$ cat src/verilog/pwc_pkg.sv
// package: register map, field positions, reset values and timing for the wakeup/power control block
package pwc_pkg;
  // word offsets on the bus (byte addresses, one aligned word each)
  localparam logic [3:0] PWC_OFS_WAKEUP = 4'h0;
  localparam logic [3:0] PWC_OFS_PMC1   = 4'h4;
  localparam logic [3:0] PWC_OFS_PMC2   = 4'h8;
  localparam logic [3:0] PWC_OFS_STATUS = 4'hC;

  // wakeup_timer_status_control fields
  localparam int WT_FLAG_BIT   = 7;
  localparam int WT_ACK_BIT    = 6;
  localparam int WT_SRC_BIT    = 5;
  localparam int WT_IE_BIT     = 4;
  localparam int WT_PER_MSB    = 2;

  // power_management_control_one fields
  localparam int P1_FLAG_BIT   = 7;
  localparam int P1_ACK_BIT    = 6;
  localparam int P1_IE_BIT     = 5;
  localparam int P1_RE_BIT     = 4;
  localparam int P1_SE_BIT     = 3;
  localparam int P1_EN_BIT     = 2;
  localparam int P1_BG_BIT     = 0;

  // power_management_control_two fields
  localparam int P2_WFLAG_BIT  = 7;
  localparam int P2_WACK_BIT   = 6;
  localparam int P2_DTRIP_BIT  = 5;
  localparam int P2_WTRIP_BIT  = 4;
  localparam int P2_PFLAG_BIT  = 3;
  localparam int P2_PACK_BIT   = 2;
  localparam int P2_PARTIAL_POWER_DOWN_CONTROL_BIT   = 0;

  // reset values: every control bit clears on reset
  localparam logic [7:0] PWC_RST_WAKEUP = 8'h00;
  localparam logic [7:0] PWC_RST_PMC1   = 8'h00;
  localparam logic [7:0] PWC_RST_PMC2   = 8'h00;

  // timer: periods counted in slow-clock ticks
  localparam int WT_SLOW_TICKS_1K_8MS = 8;
  localparam int WT_CNT_W             = 16;

  typedef enum logic [1:0] {
    PWC_BUS_IDLE,
    PWC_BUS_ACK
  } pwc_bus_state_t;
endpackage

$ cat src/verilog/pwc_top.sv
// periodic wakeup timer, low-voltage detect/warning and stop-mode control register bank
// Function
// - wakeup flag bit 7 sets at the end of every selected period
// - writing one to bit 6 clears wakeup flag; bit reads zero
// - bit 5 selects 1 kHz (zero) or 32 kHz (one) timer source
// - wakeup interrupt request is flag and enable bit 4
// - period code bits 2:0; code zero disables the timer
// - 1 kHz codes 1..7 give 8,32,64,128,256,512,1024 ms
// - 32 kHz codes 1..7 count 256 to 32768 source periods
// - first timeout may end up to one 1 kHz period early; a tick in the write cycle counts on from the old count instead
// - detect flag bit 7 sets on a detect event while enabled
// - writing one to bit 6 clears detect flag; reads zero
// - detect interrupt requested while flag set and bit 5 one
// - reset-enable bit 4 with detect enabled forces full reset on flag
// - bit 3 keeps detection active in stop mode
// - write-once bit 2 enables detect logic; otherwise bits 5:3 inert
// - bit 0 drives the bandgap reference buffer enable
// - write-once bits accept only the first write after reset
// - warning flag bit 7 shows warning present or seen since clear
// - warning acknowledge clears flag only when warning is gone
// - bit 5 detect trip, bit 4 warning trip; one selects high
// - power-down flag bit 3 sets on stop2 recovery; bit 2 clears it
// - write-once bit 0 selects stop3 (zero) or stop2 (one)
//
// The Wishbone interface to the registers and the address map are this design's own decisions.
`timescale 1ns/1ps
`default_nettype none
module pwc_top #(
  parameter int CNT_W = 16
) (
  input  wire logic        core_clk,
  input  wire logic        rst_n,
  // classic wishbone slave
  input  wire logic        wb_cyc_i,
  input  wire logic        wb_stb_i,
  input  wire logic        wb_we_i,
  input  wire logic [3:0]  wb_adr_i,
  input  wire logic [3:0]  wb_sel_i,
  input  wire logic [31:0] wb_dat_i,
  output logic      [31:0] wb_dat_o,
  output logic             wb_ack_o,
  // slow timer ticks, one core_clk pulse per source period
  input  wire logic        tick_1k,
  input  wire logic        tick_32k,
  // analog and power-mode status from the supply monitor
  input  wire logic        detect_level,
  input  wire logic        warning_level,
  input  wire logic        in_stop,
  input  wire logic        stop2_recovered,
  // control outputs
  output logic             wakeup_irq,
  output logic             detect_irq,
  output logic             detect_reset_req,
  output logic             detect_active,
  output logic             detect_trip_high,
  output logic             warning_trip_high,
  output logic             bandgap_buffer_enable,
  output logic             stop2_select
);
  import pwc_pkg::*;

  // refuse widths that cannot hold a 32768-tick period or do not fit the status word
  if (CNT_W < 15 || CNT_W > 32) begin : g_bad_cnt_w
    $error("CNT_W must lie between 15 and 32");
  end

  // registered state
  logic                 wt_flag_q, wt_flag_d;
  logic                 wt_src_q, wt_src_d;
  logic                 wt_ie_q, wt_ie_d;
  logic [2:0]           wt_per_q, wt_per_d;
  logic [CNT_W-1:0]     wt_cnt_q, wt_cnt_d;
  logic                 det_flag_q, det_flag_d;
  logic                 det_ie_q, det_ie_d;
  logic                 det_re_q, det_re_d;
  logic                 det_se_q, det_se_d;
  logic                 det_en_q, det_en_d;
  logic                 bg_q, bg_d;
  logic                 p1_wr_q, p1_wr_d;
  logic                 warn_flag_q, warn_flag_d;
  logic                 dtrip_q, dtrip_d;
  logic                 wtrip_q, wtrip_d;
  logic                 ppd_flag_q, ppd_flag_d;
  logic                 partial_power_down_control_q, partial_power_down_control_d;
  logic                 p2_wr_q, p2_wr_d;
  logic [31:0]          dat_q, dat_d;
  logic                 ack_q, ack_d;
  logic                 irq_w_q, irq_d_q, rst_req_q, act_q;
  pwc_bus_state_t       bus_q, bus_d;
  logic                 irq_w_d, irq_d_d, rst_req_d, act_d;
  logic [7:0]           rd_wakeup, rd_p1, rd_p2;

  logic                 wr, rd_en;
  logic [7:0]           wdat;
  logic                 tick;
  logic [CNT_W-1:0]     limit;
  logic                 det_live;
  logic                 hit_wakeup, hit_p1, hit_p2, hit_stat;

  // a write lands on the ack edge only, low byte lane
  always_comb begin
    hit_wakeup = (wb_adr_i == PWC_OFS_WAKEUP);
    hit_p1     = (wb_adr_i == PWC_OFS_PMC1);
    hit_p2     = (wb_adr_i == PWC_OFS_PMC2);
    hit_stat   = (wb_adr_i == PWC_OFS_STATUS);
    rd_en      = wb_cyc_i && wb_stb_i && (bus_q == PWC_BUS_IDLE);
    wr         = rd_en && wb_we_i && wb_sel_i[0];
    wdat       = wb_dat_i[7:0];
  end

  // period end value in source ticks; 1 kHz ms table, 32 kHz power-of-two table
  always_comb begin
    tick  = wt_src_q ? tick_32k : tick_1k;
    limit = '0;
    if (wt_src_q) begin
      case (wt_per_q)
        3'h1:    limit = CNT_W'(256 - 1);
        3'h2:    limit = CNT_W'(1024 - 1);
        3'h3:    limit = CNT_W'(2048 - 1);
        3'h4:    limit = CNT_W'(4096 - 1);
        3'h5:    limit = CNT_W'(8192 - 1);
        3'h6:    limit = CNT_W'(16384 - 1);
        3'h7:    limit = CNT_W'(32768 - 1);
        default: limit = '0;
      endcase
    end else begin
      case (wt_per_q)
        3'h1:    limit = CNT_W'(WT_SLOW_TICKS_1K_8MS - 1);
        3'h2:    limit = CNT_W'(32 - 1);
        3'h3:    limit = CNT_W'(64 - 1);
        3'h4:    limit = CNT_W'(128 - 1);
        3'h5:    limit = CNT_W'(256 - 1);
        3'h6:    limit = CNT_W'(512 - 1);
        3'h7:    limit = CNT_W'(1024 - 1);
        default: limit = '0;
      endcase
    end
  end

  // wakeup timer and its register; set beats the acknowledge
  always_comb begin
    wt_src_d  = wt_src_q;
    wt_ie_d   = wt_ie_q;
    wt_per_d  = wt_per_q;
    wt_cnt_d  = wt_cnt_q;
    wt_flag_d = wt_flag_q;
    if (wr && hit_wakeup) begin
      wt_src_d = wdat[WT_SRC_BIT];
      wt_ie_d  = wdat[WT_IE_BIT];
      wt_per_d = wdat[WT_PER_MSB:0];
      wt_cnt_d = '0; // restart; first tick may come early
      if (wdat[WT_ACK_BIT]) wt_flag_d = 1'b0;
    end
    // counting slow ticks, not core cycles, keeps the counter narrow
    // limitation: a tick lost to a source switch lengthens that period only
    if (wt_per_q == 3'h0) begin
      wt_cnt_d = '0;
    end else if (tick) begin
      if (wt_cnt_q >= limit) begin
        wt_cnt_d  = '0;
        wt_flag_d = 1'b1;
      end else begin
        wt_cnt_d = wt_cnt_q + 1'b1;
      end
    end
  end

  // detect register: write-once bits latch on first write after reset
  always_comb begin
    det_live   = det_en_q && (!in_stop || det_se_q);
    det_flag_d = det_flag_q;
    det_ie_d   = det_ie_q;
    det_se_d   = det_se_q;
    bg_d       = bg_q;
    det_re_d   = det_re_q;
    det_en_d   = det_en_q;
    p1_wr_d    = p1_wr_q;
    if (wr && hit_p1) begin
      det_ie_d = wdat[P1_IE_BIT];
      det_se_d = wdat[P1_SE_BIT];
      bg_d     = wdat[P1_BG_BIT];
      if (!p1_wr_q) begin
        det_re_d = wdat[P1_RE_BIT];
        det_en_d = wdat[P1_EN_BIT];
        p1_wr_d  = 1'b1;
      end
      if (wdat[P1_ACK_BIT]) det_flag_d = 1'b0;
    end
    if (det_live && detect_level) det_flag_d = 1'b1;
  end

  // warning and stop-mode register
  always_comb begin
    warn_flag_d = warn_flag_q;
    dtrip_d     = dtrip_q;
    wtrip_d     = wtrip_q;
    ppd_flag_d  = ppd_flag_q;
    partial_power_down_control_d      = partial_power_down_control_q;
    p2_wr_d     = p2_wr_q;
    if (wr && hit_p2) begin
      dtrip_d = wdat[P2_DTRIP_BIT];
      wtrip_d = wdat[P2_WTRIP_BIT];
      if (wdat[P2_WACK_BIT] && !warning_level) warn_flag_d = 1'b0;
      if (wdat[P2_PACK_BIT]) ppd_flag_d = 1'b0;
      if (!p2_wr_q) begin
        partial_power_down_control_d  = wdat[P2_PARTIAL_POWER_DOWN_CONTROL_BIT];
        p2_wr_d = 1'b1;
      end
    end
    if (warning_level) warn_flag_d = 1'b1;
    if (stop2_recovered) ppd_flag_d = 1'b1;
  end

  // bus answer: ack one cycle after request, then one idle cycle
  always_comb begin
    bus_d = bus_q;
    ack_d = 1'b0;
    dat_d = dat_q;
    case (bus_q)
      PWC_BUS_IDLE: begin
        if (rd_en) begin
          ack_d = 1'b1;
          bus_d = PWC_BUS_ACK;
          dat_d = '0; // unmapped and reserved read zero
          if (hit_wakeup) dat_d[7:0] = rd_wakeup;
          if (hit_p1)     dat_d[7:0] = rd_p1;
          if (hit_p2)     dat_d[7:0] = rd_p2;
          if (hit_stat)   dat_d[CNT_W-1:0] = wt_cnt_q; // live timer count
        end
      end
      PWC_BUS_ACK: bus_d = PWC_BUS_IDLE;
      default:     bus_d = PWC_BUS_IDLE;
    endcase
  end

  // wakeup read image; acknowledge and spare positions stay zero
  always_comb begin
    rd_wakeup               = 8'h00;
    rd_wakeup[WT_FLAG_BIT]  = wt_flag_q;
    rd_wakeup[WT_SRC_BIT]   = wt_src_q;
    rd_wakeup[WT_IE_BIT]    = wt_ie_q;
    rd_wakeup[WT_PER_MSB:0] = wt_per_q;
  end

  // detect read image; acknowledge and reserved bit 1 read zero
  always_comb begin
    rd_p1              = 8'h00;
    rd_p1[P1_FLAG_BIT] = det_flag_q;
    rd_p1[P1_IE_BIT]   = det_ie_q;
    rd_p1[P1_RE_BIT]   = det_re_q;
    rd_p1[P1_SE_BIT]   = det_se_q;
    rd_p1[P1_EN_BIT]   = det_en_q;
    rd_p1[P1_BG_BIT]   = bg_q;
  end

  // warning and stop read image; both acknowledges read zero
  always_comb begin
    rd_p2               = 8'h00;
    rd_p2[P2_WFLAG_BIT] = warn_flag_q;
    rd_p2[P2_DTRIP_BIT] = dtrip_q;
    rd_p2[P2_WTRIP_BIT] = wtrip_q;
    rd_p2[P2_PFLAG_BIT] = ppd_flag_q;
    rd_p2[P2_PARTIAL_POWER_DOWN_CONTROL_BIT]  = partial_power_down_control_q;
  end

  // output next values from next state, so pins track the registers without lag
  always_comb begin
    irq_w_d   = wt_flag_d && wt_ie_d;
    irq_d_d   = det_flag_d && det_ie_d && det_en_d;
    rst_req_d = det_flag_d && det_re_d && det_en_d;
    act_d     = det_en_d && (!in_stop || det_se_d);
  end

  // wakeup timer registers; reset takes constants only
  always_ff @(posedge core_clk or negedge rst_n) begin
    if (!rst_n) begin
      wt_flag_q <= PWC_RST_WAKEUP[WT_FLAG_BIT];
      wt_src_q  <= PWC_RST_WAKEUP[WT_SRC_BIT];
      wt_ie_q   <= PWC_RST_WAKEUP[WT_IE_BIT];
      wt_per_q  <= PWC_RST_WAKEUP[WT_PER_MSB:0];
      wt_cnt_q  <= '0;
    end else begin
      wt_flag_q <= wt_flag_d;
      wt_src_q  <= wt_src_d;
      wt_ie_q   <= wt_ie_d;
      wt_per_q  <= wt_per_d;
      wt_cnt_q  <= wt_cnt_d;
    end
  end

  // detect registers; reset re-arms the write-once latch
  always_ff @(posedge core_clk or negedge rst_n) begin
    if (!rst_n) begin
      det_flag_q <= PWC_RST_PMC1[P1_FLAG_BIT];
      det_ie_q   <= PWC_RST_PMC1[P1_IE_BIT];
      det_re_q   <= PWC_RST_PMC1[P1_RE_BIT];
      det_se_q   <= PWC_RST_PMC1[P1_SE_BIT];
      det_en_q   <= PWC_RST_PMC1[P1_EN_BIT];
      bg_q       <= PWC_RST_PMC1[P1_BG_BIT];
      p1_wr_q    <= 1'b0;
    end else begin
      det_flag_q <= det_flag_d;
      det_ie_q   <= det_ie_d;
      det_re_q   <= det_re_d;
      det_se_q   <= det_se_d;
      det_en_q   <= det_en_d;
      bg_q       <= bg_d;
      p1_wr_q    <= p1_wr_d;
    end
  end

  // warning and stop-mode registers
  always_ff @(posedge core_clk or negedge rst_n) begin
    if (!rst_n) begin
      warn_flag_q <= PWC_RST_PMC2[P2_WFLAG_BIT];
      dtrip_q     <= PWC_RST_PMC2[P2_DTRIP_BIT];
      wtrip_q     <= PWC_RST_PMC2[P2_WTRIP_BIT];
      ppd_flag_q  <= PWC_RST_PMC2[P2_PFLAG_BIT];
      partial_power_down_control_q      <= PWC_RST_PMC2[P2_PARTIAL_POWER_DOWN_CONTROL_BIT];
      p2_wr_q     <= 1'b0;
    end else begin
      warn_flag_q <= warn_flag_d;
      dtrip_q     <= dtrip_d;
      wtrip_q     <= wtrip_d;
      ppd_flag_q  <= ppd_flag_d;
      partial_power_down_control_q      <= partial_power_down_control_d;
      p2_wr_q     <= p2_wr_d;
    end
  end

  // bus answer registers; the idle cycle after ack blocks a double take
  always_ff @(posedge core_clk or negedge rst_n) begin
    if (!rst_n) begin
      dat_q <= '0;
      ack_q <= 1'b0;
      bus_q <= PWC_BUS_IDLE;
    end else begin
      dat_q <= dat_d;
      ack_q <= ack_d;
      bus_q <= bus_d;
    end
  end

  // output flops; all pins low during and right after reset
  always_ff @(posedge core_clk or negedge rst_n) begin
    if (!rst_n) begin
      irq_w_q   <= 1'b0;
      irq_d_q   <= 1'b0;
      rst_req_q <= 1'b0;
      act_q     <= 1'b0;
    end else begin
      irq_w_q   <= irq_w_d;
      irq_d_q   <= irq_d_d;
      rst_req_q <= rst_req_d;
      act_q     <= act_d;
    end
  end

  // outputs straight from flip-flops
  assign wb_dat_o              = dat_q;
  assign wb_ack_o              = ack_q;
  assign wakeup_irq            = irq_w_q;
  assign detect_irq            = irq_d_q;
  assign detect_reset_req      = rst_req_q;
  assign detect_active         = act_q;
  assign detect_trip_high      = dtrip_q;
  assign warning_trip_high     = wtrip_q;
  assign bandgap_buffer_enable = bg_q;
  assign stop2_select          = partial_power_down_control_q;
endmodule
`default_nettype wire

$ cat config.mk
export PLATFORM = sky130hd
export DESIGN_NAME = pwc_top
export DESIGN_NICKNAME = d
export VERILOG_FILES = /design/src/verilog/pwc_pkg.sv /design/src/verilog/pwc_top.sv
export SDC_FILE = /design/constraint.sdc
export NUM_CORES = 1
export LEC_CHECK = 0
export ABC_AREA = 1
export ABC_CLOCK_PERIOD_IN_PS = 4000
export BUFFER_PORTS_ARGS = -buffer_cell sky130_fd_sc_hd__buf_4
export CORE_MARGIN = 1.5
export CORE_UTILIZATION = 50
export CTS_CLUSTER_SIZE = 16
export DETAILED_ROUTE_END_ITERATION = 10
export PLACE_DENSITY = 0.77
export SETUP_SLACK_MARGIN = 0.3
export SLEW_MARGIN = 25
export SYNTH_ARGS = -nofsm -noshare
export SYNTH_HDL_FRONTEND = slang
export SYNTH_SLANG_ARGS = --single-unit
$ cat constraint.sdc
create_clock -name core_clk -period 4 [get_ports core_clk]
set_input_delay 0.8 -clock core_clk [delete_from_list [all_inputs] [get_ports core_clk]]
set_output_delay 0.8 -clock core_clk [all_outputs]
set_load 0.01 [all_outputs]
After elaboration in Yosys (flattened, before gate mapping) --
Index checks and enable logic that the tools add are counted.
Cells by class: add/sub/neg operators 1, $mul 0, div/mod/pow operators 0, $lt $le $gt $ge 1, eq/ne operators 11, shift operators 0, mux-type cells 37, bitwise logic cells 1, reduce and logical (&&, ||, !) cells 32
Operators by type and width (count):
- $pmux W15 S7 | 1
- $mux W16 | 6
- $pmux W10 S7 | 1
- $mux W1 | 24
- $mux W8 | 3
- $add A16 B1 Y16 const B | 1
- $ge A16 B16 Y1 | 1
- $logic_and A1 B1 Y1 | 16
- $eq A3 B3 Y1 const B | 4
- $eq A4 B4 Y1 const B | 2
- $reduce_and A2 Y1 | 4
- $reduce_bool A2 Y1 | 4
- $eq A3 B2 Y1 const B | 2
- $eq A4 B3 Y1 const B | 1
- $logic_not A4 Y1 | 1
- $mux W2 | 2
- $eq A3 B1 Y1 const B | 1
- $logic_not A3 Y1 | 1
- $reduce_bool A3 Y1 | 1
- $logic_not A1 Y1 | 2
- $logic_not A2 Y1 | 1
- $logic_or A1 B1 Y1 | 2
- $ne A2 B2 Y1 const B | 1
- $not A1 Y1 | 1
Storage, ports and cells: register bits after elaboration 58, latch bits 0, memory bits (writable) 0, memory bits (read-only) 0, input bits 51, output and inout port bits 41, logic and storage cells 108, memories kept 0

Longest topological paths before layout --
word-level depth 10, gate-level depth with buffers 15, gate-level depth less buffers 15

Worst setup path after synthesis --
Ideal clock, no wire load.
path type input-to-reg, start input port wb_adr_i[1], end register irq_w_q, in the netlist wakeup_irq, library setup time 0.129 ns, data arrival time 1.779 ns, data required time 3.871 ns, path slack 2.092 ns, stages on the path 8, path buffers 0, cells stage by stage nor2_1 inv_1 nor2_1 nand2_1 nor2_4 inv_1 o21ai_0 a21oi_1
On the way: longest elaborated chain between the ends 7, elaborated cells on any way between the ends 8, those cells by class 5 x mux; 3 x reduce/logical
Ends and longest elaborated chain:
- start, declared | RTL line pwc_top.sv:37 | input wire logic [3:0] wb_adr_i,
- $logic_not A4 Y1 * | RTL line pwc_top.sv:102 | hit_wakeup = (wb_adr_i == PWC_OFS_WAKEUP);
- $logic_and A1 B1 Y1 * | RTL line pwc_top.sv:147 | if (wr && hit_wakeup) begin
- $mux W1 | RTL line pwc_top.sv:147
- $mux W1 | RTL line pwc_top.sv:159 | if (wt_cnt_q >= limit) begin
- $mux W1 | RTL line pwc_top.sv:158 | end else if (tick) begin
- $mux W1 | RTL line pwc_top.sv:156 | if (wt_per_q == 3'h0) begin
- $logic_and A1 B1 Y1 * | RTL line pwc_top.sv:268 | irq_w_d = wt_flag_d && wt_ie_d;
- named net irq_w_d | RTL line pwc_top.sv:90 | logic irq_w_d, irq_d_d, rst_req_d, act_d;
- end signal, assigned | RTL line pwc_top.sv:352 | irq_w_q <= irq_w_d;
- end, declared | RTL line pwc_top.sv:88 | logic irq_w_q, irq_d_q, rst_req_q, act_q;
The timed path passes the listed nets; every way through them passes the cells marked *. A chain may end at the register's enable or synchronous reset.

Final worst setup path --
start input port wb_cyc_i, end register wt_cnt_q[7]
On the way: longest elaborated chain between the ends 6
Ends and longest elaborated chain:
- start, declared | RTL line pwc_top.sv:34 | input wire logic wb_cyc_i,
- $logic_and A1 B1 Y1 (2 in series) | RTL line pwc_top.sv:106 | rd_en = wb_cyc_i && wb_stb_i && (bus_q == PWC_BUS_IDLE);
- $logic_and A1 B1 Y1 (2 in series) | RTL line pwc_top.sv:107 | wr = rd_en && wb_we_i && wb_sel_i[0];
- $logic_and A1 B1 Y1 | RTL line pwc_top.sv:147
- $reduce_bool A3 Y1 (no line)
- end signal, assigned | RTL line pwc_top.sv:287 | wt_cnt_q <= wt_cnt_d;
- end, declared | RTL line pwc_top.sv:72 | logic [CNT_W-1:0] wt_cnt_q, wt_cnt_d;
Every way passes these cells.

==> qor.yml <==
outcome: "finished clean"
vias_per_cell: 5.30
final_max_slew_viol_count: 0
drt_iter0_drc: 337
post-route-min-period_ns: 2.44
multi_input_area_um2: 1530
synthXorXnorAreaFrac: 0.0214
syn2layout_area_growth_pct: 17.1
pin_count: 92
min_period_over_period: 0.611
synth-seq-cells: 57
grt_pass1_wl_um: 12800
relSlewSlack: 0.363
syn_area_per_cell_um2: 7.79
die_w_um: 83.9
grt_util_all_layers: 0.231
ant_nets: 0
fin_skew_ns: 0.0130
timing.rr.start: "bus_q[0]"
coreArea_um2: 6350
crit_path_frequent_cell: "buf_4"
cp.arrival_ns: 2.69
firstDrtPassIters: 5
rsz0062_at_grt: "false"
grt_max_degree: 58
hold_buffers: 0
yosys.area_share.simple: 0.261
post_cts_buffers: 0
setup.worst_path.start_class: "input pin"
start_util: 0.515
path_cells: "buf_4 > nand2_1 > nor2_2 > buf_4 > nand3_1 > nor2_4 > nor3_2 > inv_1 > o21ai_0"
critPathSlowestCell: "nor3_2"
cap_violations: 0
antenna_found_initial: 0
holdCritStartpoint: "bus_q[0]"
r2r_setup_slack_ns: 1.84
dieArea_um2: 7040
p_per_area_nw_per_um2: 409
wire_per_inst_um: 13.9
grt_pass1_vias: 2760
setup_viol: 0
htree_levels: 3
worstSetupPathType: "input pin to register"
rows: 29
ys_types: 32
syn_inst: 420
synth_area_um2: 3270
max_freq_mhz: 409
min_path_type: "register to register"
hold_viol: 0
peakVddDrop_mv: 0.334
synth.area.mux_share: 0
leakagePower_uw: 0.00208
fillers: 577
numPortBuffers: 47
hold_ws_ns: 0.445
cts_tree: "yes"
cts_resized: 0
mostFrequentLayoutCells: "nand2_1, inv_1, dfrtp_1"
critical_path.max_fanout: 14
synth_top_family_by_area: "simple AND/OR/NAND/NOR gates"
synthAdderAreaFrac: 0.0497
cts_root_buf: "clkbuf_8"
end_kind: "register"
cts_buffers: 9
drt-total-wl_um: 7700
drc_errors: 0
place_congestion: 0.870
vias: 2938
drive_gt1_frac: 0.161
ys_warn_count: 0
nets: 536
synth_compound_area_frac: 0.117
finalSetupTns_ns: 0
clk_latency_ns: 0.35
path_buf_inv: 3
cts.sinks: 57
seqCellArea_um2: 1430
crit_family: "simple AND/OR/NAND/NOR gates"
clockBufferDepth: 2
worst_pin_slew_ns: 0.950
worstPathRequired_ns: 4.25
total_power_uw: 1570
final_common_cell: "nand2_1"
dp_hpwl_um: 5660
clkSlewWorstSetupHoldPaths_ns: 0.07
crit_start: "wb_cyc_i"
antenna_cells: 0
ys_seq_area_frac: 0.436
die_y_um: 83.9
overflow: 0
cp_slowest_stage_delay_ns: 0.73
-- final timing paths --
| path | endpoint | depth (start not counted) |
|---|---|---|
| worst min register to register | bus_q[0] | 1 |
| worst max-delay path | wt_cnt_q[7] | 9 |
| worst min-delay path | bus_q[0] | 1 |
| max in group asynchronous | stop2_select | 1 |
| worst max register to register | wt_cnt_q[7] | 7 |
| min in group asynchronous | wt_cnt_q[10] | 1 |
-- synth_stat cells --
cell type	n	share of area
nand4_4	1	0.0065
nand2_4	2	0.0069
o21a_1	3	0.0069
inv_2	1	0.0011
nand2_2	2	0.0038
clkbuf_1	3	0.0034
inv_1	58	0.067
clkinv_1	1	0.0011
nor3_2	1	0.0031
nand4_1	4	0.0076
o21ai_0	29	0.044
a21oi_1	15	0.023
buf_2	2	0.0031
nor2_1	25	0.029
conb_1	1	0.0011
nor3_1	5	0.0076
xor2_1	8	0.021
nand3b_1	1	0.0023
o21ai_1	2	0.0031
a31oi_1	4	0.0076
a221oi_1	3	0.0080
o31ai_1	7	0.016
nand3_1	17	0.026
dfrtp_1	57	0.44
nor2_2	3	0.0057
ha_1	13	0.050
or2_1	1	0.0019
nor2_8	1	0.0061
nor2_4	3	0.010
o22ai_1	4	0.0076
nand2_1	126	0.14
buf_4	17	0.039
-- per-layer routing --
layer,vias to the layer above,part of all wire,global-route usage
li1,1417,-,-
met1,1362,0.46,0.312
met2,140,0.46,0.361
met3,19,0.067,0.0593
met4,0,0.020,0.0849
met5,-,0,0
-- through the flow --
step           setup slack [ns]  utilization  std cells  cell area, um2
3_5_place_dp               1.30        0.573        538            3640
5_1_grt                    1.43        0.604        554            3830
6_report                   1.56        0.604        554            3830
2_1_floorplan              2.09            -        435            3330
4_1_cts                    1.62        0.604        554            3830
3_3_place_gp               1.36        0.573        538            3640
-- where the power goes --
| group | switching (uW) | internal, uW | leakage [uW] | total [uW] |
|---|---|---|---|---|
| combinational | 194 | 121 | 0.00127 | 316 |
| sequential | 75.3 | 634 | 0.000717 | 710 |
| clock | 239 | 302 | 0.0000953 | 541 |
-- cell families (layout without fill, tap and decap cells) --
group | after synthesis | count (layout)
flops | 57 | 57
xor+xnor | 8 | 8
simple gates | 192 | 192
buf+inv | 82 | 124
other cells | 1 | 16
compound gates | 67 | 67
fa+ha+maj | 13 | 13
-- area by class of cell --
cell class              count  share of cell area
clock buffers              11              0.0369
clock inverters             5              0.0144
inverters                  60              0.0587
multi-input cells         296               0.399
flip-flops and latches     57               0.372
well taps                  77              0.0251
repair buffers             48              0.0940
(Power assumes the default switching activity.)
